**src/hdl/udw_host_map.vh**
```
// Purpose: constants for the up/down wiper host controller
// Assumes: ref_clk at 250 MHz (4 ns period)
// Notes: times are kept in their printed unit, counts derived from them
//
// Summary of operation
// device holds one of 32 wiper steps
// device saturates at both ends, no wrap
// strobe falling edge while selected moves wiper
// direction high increments, low decrements
// select high makes device ignore inputs
// host opens session by lowering select
// host sets direction before strobe falls
// host repeats strobes, leaves strobe low
// select rising with strobe low skips store
// unstored session reverts after power cycle
// strobe high, wait, raise select stores
// committed store reloads at next power-up
// lone select low pulse stores position
// device loads stored position at power-up
// device ignores pins during power-up time
// working wiper position is volatile
// worn memory still adjusts, stores unreliable
// system may tie select high permanently
// store takes up to 10 ms, pins inactive
// strobe high 500 ns before select rises
// strobe low 50 ns before select rises
// position kept across deselect
`ifndef UDW_HOST_MAP_VH
`define UDW_HOST_MAP_VH
`define UDW_CLK_PERIOD_NS 4
`define UDW_STEPS 32
`define UDW_POS_MAX 5'h1F
`define UDW_POS_MIN 5'h00
`define UDW_SEL_SETUP_NS 50
`define UDW_DIR_SETUP_NS 100
`define UDW_STB_LOW_NS 50
`define UDW_STB_HIGH_NS 100
`define UDW_STROBE_TO_DESELECT_NS 500
`define UDW_SELECT_HIGH_NS 100
`define UDW_LOW_TO_DESELECT_NS 50
`define UDW_SELECT_PULSE_NS 100
`define UDW_STORE_MS 10
`define UDW_POWERUP_MS 2
`define UDW_NS_TO_CYC(t) (((t) + `UDW_CLK_PERIOD_NS - 1) / `UDW_CLK_PERIOD_NS)
`define UDW_POWERUP_CYC 24'h07A120
`define UDW_STORE_CYC 24'h2625A0
`endif

```
**src/hdl/udw_host.v**
```verilog
// Purpose: host controller driving select, step and direction pins
// Assumes: device powered with this block's reset; inputs synchronous
// Notes: one command at a time; busy covers power-up and store waits
`timescale 1ns/10ps
`default_nettype none
`include "udw_host_map.vh"
module udw_host #(
  parameter [23:0] POWERUP_CYC = `UDW_POWERUP_CYC,
  parameter [23:0] STORE_CYC = `UDW_STORE_CYC
) (
  input wire ref_clk,
  input wire rst_n,
  input wire cmdValid,
  output wire cmdReady,
  input wire [4:0] cmdTarget,
  input wire cmdCommit,
  input wire cmdStoreOnly,
  output reg [4:0] curPos_ff,
  output reg posKnown_ff,
  output reg selectN_ff,
  output reg strobeN_ff,
  output reg dirUp_ff,
  output wire busy
);
  // ------------------------------------------------------------
  // timing counts
  // ------------------------------------------------------------
  localparam integer SEL_I = `UDW_NS_TO_CYC(`UDW_SEL_SETUP_NS);
  localparam integer DIR_I = `UDW_NS_TO_CYC(`UDW_DIR_SETUP_NS);
  localparam integer LOW_I = `UDW_NS_TO_CYC(`UDW_STB_LOW_NS);
  localparam integer HIGH_I = `UDW_NS_TO_CYC(`UDW_STB_HIGH_NS);
  localparam integer TDS_I = `UDW_NS_TO_CYC(`UDW_STROBE_TO_DESELECT_NS);
  localparam integer CPH_I = `UDW_NS_TO_CYC(`UDW_SELECT_HIGH_NS);
  localparam integer LDS_I = `UDW_NS_TO_CYC(`UDW_LOW_TO_DESELECT_NS);
  localparam integer CLP_I = `UDW_NS_TO_CYC(`UDW_SELECT_PULSE_NS);
  // ------------------------------------------------------------
  // counts cut to the counter width
  // ------------------------------------------------------------
  localparam [23:0] SEL_CYC = SEL_I[23:0];
  localparam [23:0] DIR_CYC = DIR_I[23:0];
  localparam [23:0] LOW_CYC = LOW_I[23:0];
  localparam [23:0] HIGH_CYC = HIGH_I[23:0];
  localparam [23:0] TDS_CYC = TDS_I[23:0];
  localparam [23:0] CPH_CYC = CPH_I[23:0];
  localparam [23:0] LDS_CYC = LDS_I[23:0];
  localparam [23:0] CLP_CYC = CLP_I[23:0];
  // ------------------------------------------------------------
  // states
  // ------------------------------------------------------------
  localparam [3:0] S_PWR = 4'h0;
  localparam [3:0] S_IDLE = 4'h1;
  localparam [3:0] S_SEL = 4'h2;
  localparam [3:0] S_HIGH = 4'h3;
  localparam [3:0] S_LOW = 4'h4;
  localparam [3:0] S_ENDC = 4'h5;
  localparam [3:0] S_ENDN = 4'h6;
  localparam [3:0] S_PULSE = 4'h7;
  localparam [3:0] S_STORE = 4'h8;
  localparam [3:0] S_GAP = 4'h9;
  reg [3:0] state_ff;
  reg [23:0] cnt_ff;
  reg [4:0] target_ff;
  reg commit_ff;
  wire cntDone = (cnt_ff == 24'h000000);
  wire atTarget = (curPos_ff == target_ff);
  assign cmdReady = (state_ff == S_IDLE);
  assign busy = (state_ff == S_PWR) || (state_ff == S_STORE);
  // ------------------------------------------------------------
  // sequencer
  // ------------------------------------------------------------
  always @(posedge ref_clk or negedge rst_n) begin
    if (!rst_n) begin
      state_ff <= S_PWR;
      cnt_ff <= 24'h000000;
      target_ff <= 5'h00;
      commit_ff <= 1'b0;
      curPos_ff <= 5'h00;
      posKnown_ff <= 1'b0;
      selectN_ff <= 1'b1;
      strobeN_ff <= 1'b1;
      dirUp_ff <= 1'b1;
    end else begin
      if (!cntDone) begin
        cnt_ff <= cnt_ff - 24'h000001;
      end
      case (state_ff)
        S_PWR: begin
          // wait out power-up; pins held idle, posKnown_ff high until the wait ends
          if (cnt_ff == 24'h000000 && posKnown_ff == 1'b0) begin
            cnt_ff <= POWERUP_CYC;
            posKnown_ff <= 1'b1;
          end else if (cntDone) begin
            posKnown_ff <= 1'b0;
            state_ff <= S_IDLE;
          end
        end
        S_IDLE: begin
          if (cmdValid) begin
            target_ff <= cmdTarget;
            commit_ff <= cmdCommit;
            if (!cmdStoreOnly && !cmdCommit && cmdTarget == curPos_ff) begin
              // nothing to move or store: pins stay idle
              cnt_ff <= CPH_CYC;
              state_ff <= S_GAP;
            end else if (cmdStoreOnly) begin
              selectN_ff <= 1'b0;
              cnt_ff <= CLP_CYC;
              state_ff <= S_PULSE;
            end else begin
              selectN_ff <= 1'b0;
              cnt_ff <= SEL_CYC;
              state_ff <= S_SEL;
            end
          end
        end
        S_SEL: begin
          if (cntDone) begin
            dirUp_ff <= (target_ff > curPos_ff);
            cnt_ff <= DIR_CYC;
            state_ff <= S_HIGH;
          end
        end
        S_HIGH: begin
          if (cntDone) begin
            if (atTarget) begin
              // no edge needed: strobe stays high before deselect
              cnt_ff <= TDS_CYC;
              state_ff <= S_ENDC;
            end else begin
              strobeN_ff <= 1'b0;
              cnt_ff <= LOW_CYC;
              state_ff <= S_LOW;
              if (dirUp_ff && curPos_ff != `UDW_POS_MAX) begin
                curPos_ff <= curPos_ff + 5'h01;
              end else if (!dirUp_ff && curPos_ff != `UDW_POS_MIN) begin
                curPos_ff <= curPos_ff - 5'h01;
              end
            end
          end
        end
        S_LOW: begin
          if (cntDone) begin
            if (atTarget) begin
              // final edge done: strobe stays low without commit, rises for commit
              if (commit_ff) begin
                strobeN_ff <= 1'b1;
                cnt_ff <= TDS_CYC;
                state_ff <= S_ENDC;
              end else begin
                cnt_ff <= LDS_CYC;
                state_ff <= S_ENDN;
              end
            end else begin
              strobeN_ff <= 1'b1;
              dirUp_ff <= (target_ff > curPos_ff);
              cnt_ff <= HIGH_CYC;
              state_ff <= S_HIGH;
            end
          end
        end
        S_ENDC: begin
          strobeN_ff <= 1'b1;
          if (cntDone && strobeN_ff) begin
            selectN_ff <= 1'b1;
            cnt_ff <= STORE_CYC;
            state_ff <= S_STORE;
          end else if (cntDone) begin
            cnt_ff <= TDS_CYC;
          end
        end
        S_ENDN: begin
          if (cntDone) begin
            selectN_ff <= 1'b1;
            cnt_ff <= CPH_CYC;
            state_ff <= S_GAP;
          end
        end
        S_PULSE: begin
          if (cntDone) begin
            selectN_ff <= 1'b1;
            cnt_ff <= STORE_CYC;
            state_ff <= S_STORE;
          end
        end
        S_STORE: begin
          // pins idle while the device writes memory
          if (cntDone) begin
            state_ff <= S_GAP;
          end
        end
        S_GAP: begin
          strobeN_ff <= 1'b1;
          if (cntDone) begin
            state_ff <= S_IDLE;
          end
        end
        default: begin
          state_ff <= S_IDLE;
        end
      endcase
    end
  end
endmodule
`default_nettype wire

```
**config.mk**
```make
export PLATFORM = sky130hd
export DESIGN_NAME = udw_host
export DESIGN_NICKNAME = d
export VERILOG_FILES = /design/src/hdl/udw_host.v
export VERILOG_INCLUDE_DIRS = /design/src /design/src/hdl
export SDC_FILE = /design/constraint.sdc
export NUM_CORES = 1
export LEC_CHECK = 0
export BUFFER_PORTS_ARGS = -buffer_cell sky130_fd_sc_hd__buf_2
export CAP_MARGIN = 5
export CORE_MARGIN = 3
export CORE_UTILIZATION = 57
export CTS_CLUSTER_SIZE = 20
export DETAILED_ROUTE_END_ITERATION = 8
export GPL_TIMING_DRIVEN = 0
export PLACE_DENSITY = 0.76
export SLEW_MARGIN = 20
export SYNTH_ARGS = -nofsm -noshare
export SYNTH_HDL_FRONTEND = slang
export SYNTH_SLANG_ARGS = --single-unit
```
**constraint.sdc**
```tcl
create_clock -name ref_clk -period 3.4 [get_ports ref_clk]
set_input_delay 0.17 -clock ref_clk [delete_from_list [all_inputs] [get_ports ref_clk]]
set_output_delay 0.17 -clock ref_clk [all_outputs]
set_load 0.05 [all_outputs]
```
==> results of run 1 <==
through the flow:
step           instance area, µm²  hold slack, ps  power, µW
6_report                     3430            11.1       3240
5_1_grt                      3430            77.9       3470
4_1_cts                      3430            52.5       3220
3_5_place_dp                 3330             386       2860
3_3_place_gp                 3330             383       2830
2_1_floorplan                3150            -126       2400
flip-flops by register name (all words and copies together), names as in the netlist:
name,count
posKnown_ff,1
strobeN_ff,1
curPos_ff,5
commit_ff,1
selectN_ff,1
cnt_ff,24
state_ff,4
target_ff,5
dirUp_ff,1
power groups by stage:
stage,Clock [µW],Sequential [µW],Combinational [µW]
3_3_place_gp,0,886,1940
2_1_floorplan,0,902,1500
4_1_cts,358,885,1980
3_5_place_dp,0,894,1960
6_report,356,886,2000
5_1_grt,379,910,2180
worst reg2reg max path: stages, from the launching register on:
cell and delay, ps:
dfrtp_1 420, inv_1 160, ha_1 180, buf_4 160, or4b_4 530, nor4_2 210
and3_1 200, buf_6 140, inv_2 100, ha_1 190, nand3_1 70, o21ai_0 100
nand2_1 100, a31oi_1 80, or3_1 400
worst paths after layout:
path / start / end / slack [ps]
min in group ref_clk: cmdTarget[2] / target_ff[2] / 110
max in group asynchronous: rst_n / state_ff[2] / 2770
worst max register to register: cnt_ff[0] / cnt_ff[0] / 260
worst min register to register: selectN_ff / selectN_ff / 490
worst min-delay path: rst_n / cnt_ff[15] / 10
worst max-delay path: cnt_ff[0] / cnt_ff[0] / 260
cells in the final DEF, fill, tap and decap left out, drive strengths merged, types with 3 or more instances in the layout:
master   netlist  final
a31oi          6      6
xnor2         19     19
a21oi         17     17
nand3         10     10
clkbuf         8     13
clkinv         1      3
nand4          4      4
or4            7      7
nor2b          3      3
a211oi         4      4
and3           5      5
dfstp          3      3
o21ai         34     34
nand2         37     37
nor3          15     15
nor4b          3      3
nor2          33     33
mux2           6      6
inv           16     16
a21o           4      4
o31ai          3      3
xor2          11     11
a2111oi        4      4
nor4           9      9
a311oi         4      4
dfrtp         40     40
or3            7      7
buf            9     29
nand3b         3      3
ha            11     11
layout make-up:
type | count | area (µm²) | area share
multi-input combinational | 284 | 1910 | 0.559
sequential | 43 | 1080 | 0.315
timing repair buffer | 20 | 100 | 0.0292
buffer | 17 | 87.6 | 0.0256
tap | 70 | 87.6 | 0.0256
clock buffer | 5 | 68.8 | 0.0201
inverter | 17 | 63.8 | 0.0186
clock inverter | 3 | 25.0 | 0.00730
cell families (layout without fill, tap and decap cells):
family / after synthesis / in the layout / synth area share
buf+inv: 34 / 62 / 0.0481
xor+xnor: 30 / 30 / 0.0835
simple gates: 144 / 144 / 0.260
mux: 8 / 8 / 0.0290
compound gates: 90 / 90 / 0.186
fa+ha+maj: 12 / 12 / 0.0501
flops: 43 / 43 / 0.343
layer usage:
layer | global-route usage | share of wire | vias to the layer above
li1 | - | - | 1378
met1 | 0.349 | 0.44 | 1345
met2 | 0.465 | 0.48 | 117
met3 | 0.0460 | 0.062 | 21
met4 | 0.0794 | 0.023 | 0
met5 | 0 | 0 | -
synth_stat cells, types with 2 or more instances:
cell type  number
o211ai_1        2
buf_2           3
nor4_4          2
buf_4           3
a31oi_1         6
a2111oi_2       2
nand3_1        10
nand3b_1        3
nor4_2          2
a21oi_1        17
xnor2_1        19
nor2b_1         3
ha_1           11
xor2_1         11
o21ai_0        34
nor3_1         15
a311oi_1        3
o31ai_1         3
a21o_1          4
dfrtp_1        40
nand2_1        37
dfstp_2         3
and3_1          5
or3_1           6
inv_1          15
or4_4           2
or4_1           5
nor2_1         31
nor4b_1         2
clkbuf_1        7
buf_1           2
a211oi_1        4
a221oi_1        2
nor4_1          5
mux2_2          6
nand4_1         4
==> flow_metrics.env, run 1 <==
export IMPL_synthFlopType="dfrtp_1"
export IMPL_critPathMaxFanout=8
export IMPL_finalWirelength_um=8270
export IMPL_clk_latency_ps=310
export IMPL_coreArea_mm2=0.00524
export IMPL_critPathKind="reg -> reg"
export IMPL_period_share=0.922
export IMPL_track_usage=0.271
export IMPL_internal_power_uw=1610
export IMPL_grt_remaining_overflow=0
export IMPL_drc_errors=0
export IMPL_setup_viol=0
export IMPL_grt_pass1_wl_um=13800
export IMPL_path_cells="inv_1 -> ha_1 -> buf_4 -> or4b_4 -> nor4_2 -> and3_1 -> buf_6 -> inv_2 -> ha_1 -> nand3_1 -> o21ai_0 -> nand2_1 -> a31oi_1 -> or3_1"
export IMPL_cp_required_ps=3590
export IMPL_endpoint_kind="register"
export IMPL_cp_slowest_cell="or4b_4"
export IMPL_cp_depth=14
export IMPL_r2r_worst_path_cells=14
export IMPL_crit_path_start_kind="register"
export IMPL_outcome="completed"
export IMPL_rsz0062_at_grt="false"
export IMPL_synth_warnings=0
export IMPL_wl_per_cell_um=18.0
export IMPL_dp_cells=451
export IMPL_switching_share=0.503
export IMPL_worst_pin_slew_ps=985
export IMPL_hpwl_um=6040
export IMPL_max_cap_viol_count=0
export IMPL_ir_worst_vdd_mv=0.562
export IMPL_ys_ff_latch=43
export IMPL_avgSynthCellArea_um2=8.71
export IMPL_finalMaxSlewViolations=0
export IMPL_final_hold_viol_count=0
export IMPL_cts_buffer_depth=2
export IMPL_synth_nets=383
export IMPL_synthCells=361
export IMPL_hold_class="in -> async"
export IMPL_start_util=0.601
export IMPL_crit_path_frequent_cell="ha_1"
export IMPL_drt_initial_drc_count=173
export IMPL_setup_ws_ps=265
export IMPL_ios=21
export IMPL_via_per_inst=6.23
export IMPL_cp_arrival_ps=3320
export IMPL_htreeDepth=2
export IMPL_sequentialPowerShare=0.273
export IMPL_n_fill_cell=450
export IMPL_die_w_um=80.3
export IMPL_dieArea_mm2=0.00645
export IMPL_fin_util=0.654
export IMPL_num_vias=2861
export IMPL_ys_seq_area_frac=0.343
export IMPL_comb_power_share=0.617
export IMPL_drive_above_1_share=0.167
export IMPL_p_sw_uw=1630
export IMPL_ys_types=68
export IMPL_finalClockSkew_ps=6.58
export IMPL_place_congestion=0.967
export IMPL_p_leak_uw=0.00148
export IMPL_final_cells=459
export IMPL_synthArstFlopShare=1.00
export IMPL_powerDensity_mw_per_mm2=946
export IMPL_syn2layout_area_growth_pct=8.95
export IMPL_drt_pass1_iter_count=5
export IMPL_cts_sinks=43
export IMPL_grt_max_degree=44
export IMPL_slew_headroom=0.343
export IMPL_netlist_area_mm2=0.00315
export IMPL_timing_fmax_ghz=0.319
export IMPL_row_count=26
export IMPL_final_min_clock_period_ps=3140
export IMPL_synth_top_area_frac=0.318
export IMPL_cts_made_buffers=5
export IMPL_path_clk_slew_ps=100
export IMPL_critical_path_top_delay_family="simple AND/OR/NAND/NOR gates"
export IMPL_synth_edf_count=0
export IMPL_port_buffers=20
export IMPL_ctsHoldBuffers=0
export IMPL_place_ws_ps=316
export IMPL_tritoncts="built"
export IMPL_ant_nets=0
export IMPL_antennaDiodeCount=0
export IMPL_clock_root_buffer="clkbuf_8"
export IMPL_fin_tns_setup_ps=0
export IMPL_cts_resized=0
export IMPL_grt_pass1_vias=2856
export IMPL_clock_power_share=0.110
export IMPL_synthTopCellsByArea="dfrtp_1, o21ai_0, xnor2_1"
export IMPL_fp_dieH_um=80.3
export IMPL_worst_path_buf_inv=4
export IMPL_slowest_delay_ps=530
export IMPL_cts_setup_buffers=0
export IMPL_nNetsFinal=410
export IMPL_synth_top_cell_by_area="dfrtp_1"
export IMPL_antenna_found_initial=0
No activity file was read; power rests on OpenSTA's default activity.
==> run 2, diff against run 1 <==
--- a/config.mk
+++ b/config.mk
@@ -9,11 +9,12 @@
 export BUFFER_PORTS_ARGS = -buffer_cell sky130_fd_sc_hd__buf_2
 export CAP_MARGIN = 5
 export CORE_MARGIN = 3
-export CORE_UTILIZATION = 57
+export CORE_UTILIZATION = 61
 export CTS_CLUSTER_SIZE = 20
 export DETAILED_ROUTE_END_ITERATION = 8
 export GPL_TIMING_DRIVEN = 0
-export PLACE_DENSITY = 0.76
+export MAX_ROUTING_LAYER = met4
+export PLACE_DENSITY = 0.8
 export SLEW_MARGIN = 20
 export SYNTH_ARGS = -nofsm -noshare
 export SYNTH_HDL_FRONTEND = slang
==> run 2 against run 1 <==
The flow now finishes with violations (hold timing). Non-clock buffer count stayed put. Wire length increased by 2.2%. Sequential share of layout area about the same. Worst setup slack lost 53 ps. Global-route usage increased by 3.1 points. First-iteration DRC count rose by 29%. Die area is 6.1% lower. Largest power group unchanged. Final area down 0.11%. Critical path type unchanged. Clock power decreased by 3%.
==> flow_metrics.env, run 2 (same netlist as run 1, synthesis figures left out) <==
export IMPL_outcome="finished with violations"
export IMPL_violations="hold timing"
export IMPL_timing_fmax_ghz=0.314
export IMPL_worst_pin_slew_ps=950
export IMPL_grt_remaining_overflow=0
export IMPL_final_hold_viol_count=2
export IMPL_r2r_worst_path_cells=14
export IMPL_cts_setup_buffers=0
export IMPL_powerDensity_mw_per_mm2=952
export IMPL_htreeDepth=2
export IMPL_drt_initial_drc_count=223
export IMPL_p_leak_uw=0.00148
export IMPL_coreArea_mm2=0.00485
export IMPL_crit_path_frequent_cell="ha_1"
export IMPL_r2r_end="cnt_ff[0]"
export IMPL_path_cells="inv_1 -> ha_1 -> buf_4 -> or4b_4 -> nor4_2 -> and3_1 -> buf_6 -> inv_2 -> ha_1 -> nand3_1 -> o21ai_0 -> nand2_1 -> a31oi_1 -> or3_1"
export IMPL_drc_errors=0
export IMPL_hold_class="in -> async"
export IMPL_fin_tns_setup_ps=0
export IMPL_largest_register="cnt_ff"
export IMPL_ant_nets=0
export IMPL_grt_pass1_vias=2894
export IMPL_die_w_um=77.8
export IMPL_start_util=0.649
export IMPL_wl_per_cell_um=18.5
export IMPL_endpoint_kind="register"
export IMPL_finalMaxSlewViolations=0
export IMPL_period_share=0.938
export IMPL_cp_required_ps=3590
export IMPL_crit_path_start_kind="register"
export IMPL_antennaDiodeCount=0
export IMPL_tritoncts="built"
export IMPL_row_count=25
export IMPL_cts_buffer_depth=2
export IMPL_num_vias=2962
export IMPL_drt_pass1_iter_count=5
export IMPL_path_clk_slew_ps=90
export IMPL_final_common_cell="dfrtp_1"
export IMPL_cts_resized=0
export IMPL_track_usage=0.302
export IMPL_nNetsFinal=410
export IMPL_critical_path_top_delay_family="simple AND/OR/NAND/NOR gates"
export IMPL_critPathKind="reg -> reg"
export IMPL_critPathMaxFanout=8
export IMPL_drive_above_1_share=0.167
export IMPL_fp_dieH_um=77.8
export IMPL_finalWirelength_um=8450
export IMPL_clk_latency_ps=300
export IMPL_worst_path_buf_inv=4
export IMPL_cp_arrival_ps=3380
export IMPL_largest_register_ffs=24
export IMPL_reg2reg_from="cnt_ff[0]"
export IMPL_slowest_delay_ps=530
export IMPL_grt_pass1_wl_um=14300
export IMPL_setup_viol=0
export IMPL_dieArea_mm2=0.00605
export IMPL_ios=21
export IMPL_max_cap_viol_count=0
export IMPL_ctsHoldBuffers=0
export IMPL_rrSetupSlack_ps=210
export IMPL_cp_slowest_cell="or4b_4"
export IMPL_ir_worst_vdd_mv=0.608
export IMPL_p_total_uw=3260
export IMPL_hold_ws_ps=-1.32
export IMPL_clock_root_buffer="clkbuf_8"
export IMPL_final_min_clock_period_ps=3190
export IMPL_grt_max_degree=44
export IMPL_via_per_inst=6.50
export IMPL_antenna_found_initial=0
export IMPL_port_buffers=20
export IMPL_cts_made_buffers=5
export IMPL_rsz0062_at_grt="false"
export IMPL_hpwl_um=6140
export IMPL_syn2layout_area_growth_pct=8.83
export IMPL_cts_sinks=43
export IMPL_final_cell_mix="dfrtp_1, nand2_1, o21ai_0"
export IMPL_reg_largest_list="cnt_ff x24, curPos_ff x5, target_ff x5"
export IMPL_slew_headroom=0.367
export IMPL_finalClockSkew_ps=5.72
export IMPL_place_congestion=0.960
==> run 2: cell counts in the layout (fill, tap and decap cells not counted) <==
Identical to the previous run, type by type.
==> run 2: routing by layer <==
layer  wire length, µm  global-route usage  vias to the layer above
li1                  -                   -                     1376
met1              3580               0.400                     1418
met2              4130               0.479                      146
met3               568              0.0418                       22
met4               177              0.0961                        0
met5                 0                   -                        -
==> run 2: where the power goes <==
group          leakage (µW)  internal [µW]  switching [µW]
sequential         0.000557            697             198
clock             0.0000443            147             198
combinational      0.000874            764            1250
total               0.00148           1610            1650
==> run 2: worst max-delay path by stage <==
stage,from,endpoint,cells past startpoint
final,cnt_ff[0],cnt_ff[0],14
after global routing,cnt_ff[0],cnt_ff[0],14
after CTS,cnt_ff[0],cnt_ff[0],14
after detailed placement,cnt_ff[0],cnt_ff[0],14
after global placement,cnt_ff[0],cnt_ff[0],14
after floorplan,cnt_ff[0],cnt_ff[0],14
==> run 2: through the flow <==
| step | worst slack, ps | utilization | std cells | hold slack [ps] | area [µm²] |
|---|---|---|---|---|---|
| 2_1_floorplan | 613 | - | 361 | -126 | 3150 |
| 3_3_place_gp | 329 | 0.687 | 448 | 369 | 3330 |
| 3_5_place_dp | 257 | 0.687 | 448 | 378 | 3330 |
| 4_1_cts | 245 | 0.706 | 456 | 53.0 | 3420 |
| 5_1_grt | 52.7 | 0.706 | 456 | 72.9 | 3420 |
| 6_report | 211 | 0.706 | 456 | -1.32 | 3420 |
==> run 2: worst register-to-register path, cell delays in order, from the launching register on <==
cell	delay, ps
dfrtp_1	440
inv_1	190
ha_1	170
buf_4	150
or4b_4	530
nor4_2	240
and3_1	220
buf_6	150
inv_2	100
ha_1	190
nand3_1	70
o21ai_0	80
nand2_1	90
a31oi_1	80
or3_1	380
==> run 2: final cells by class <==
| type | count | area, µm² |
|---|---|---|
| plain buffers | 17 | 87.6 |
| inverters | 17 | 63.8 |
| repair buffers | 20 | 100 |
| flip-flops and latches | 43 | 1080 |
| well taps | 67 | 83.8 |
| clock inverters | 3 | 25.0 |
| multi-input cells | 284 | 1910 |
| fillers | 403 | 1430 |
| clock buffers | 5 | 68.8 |
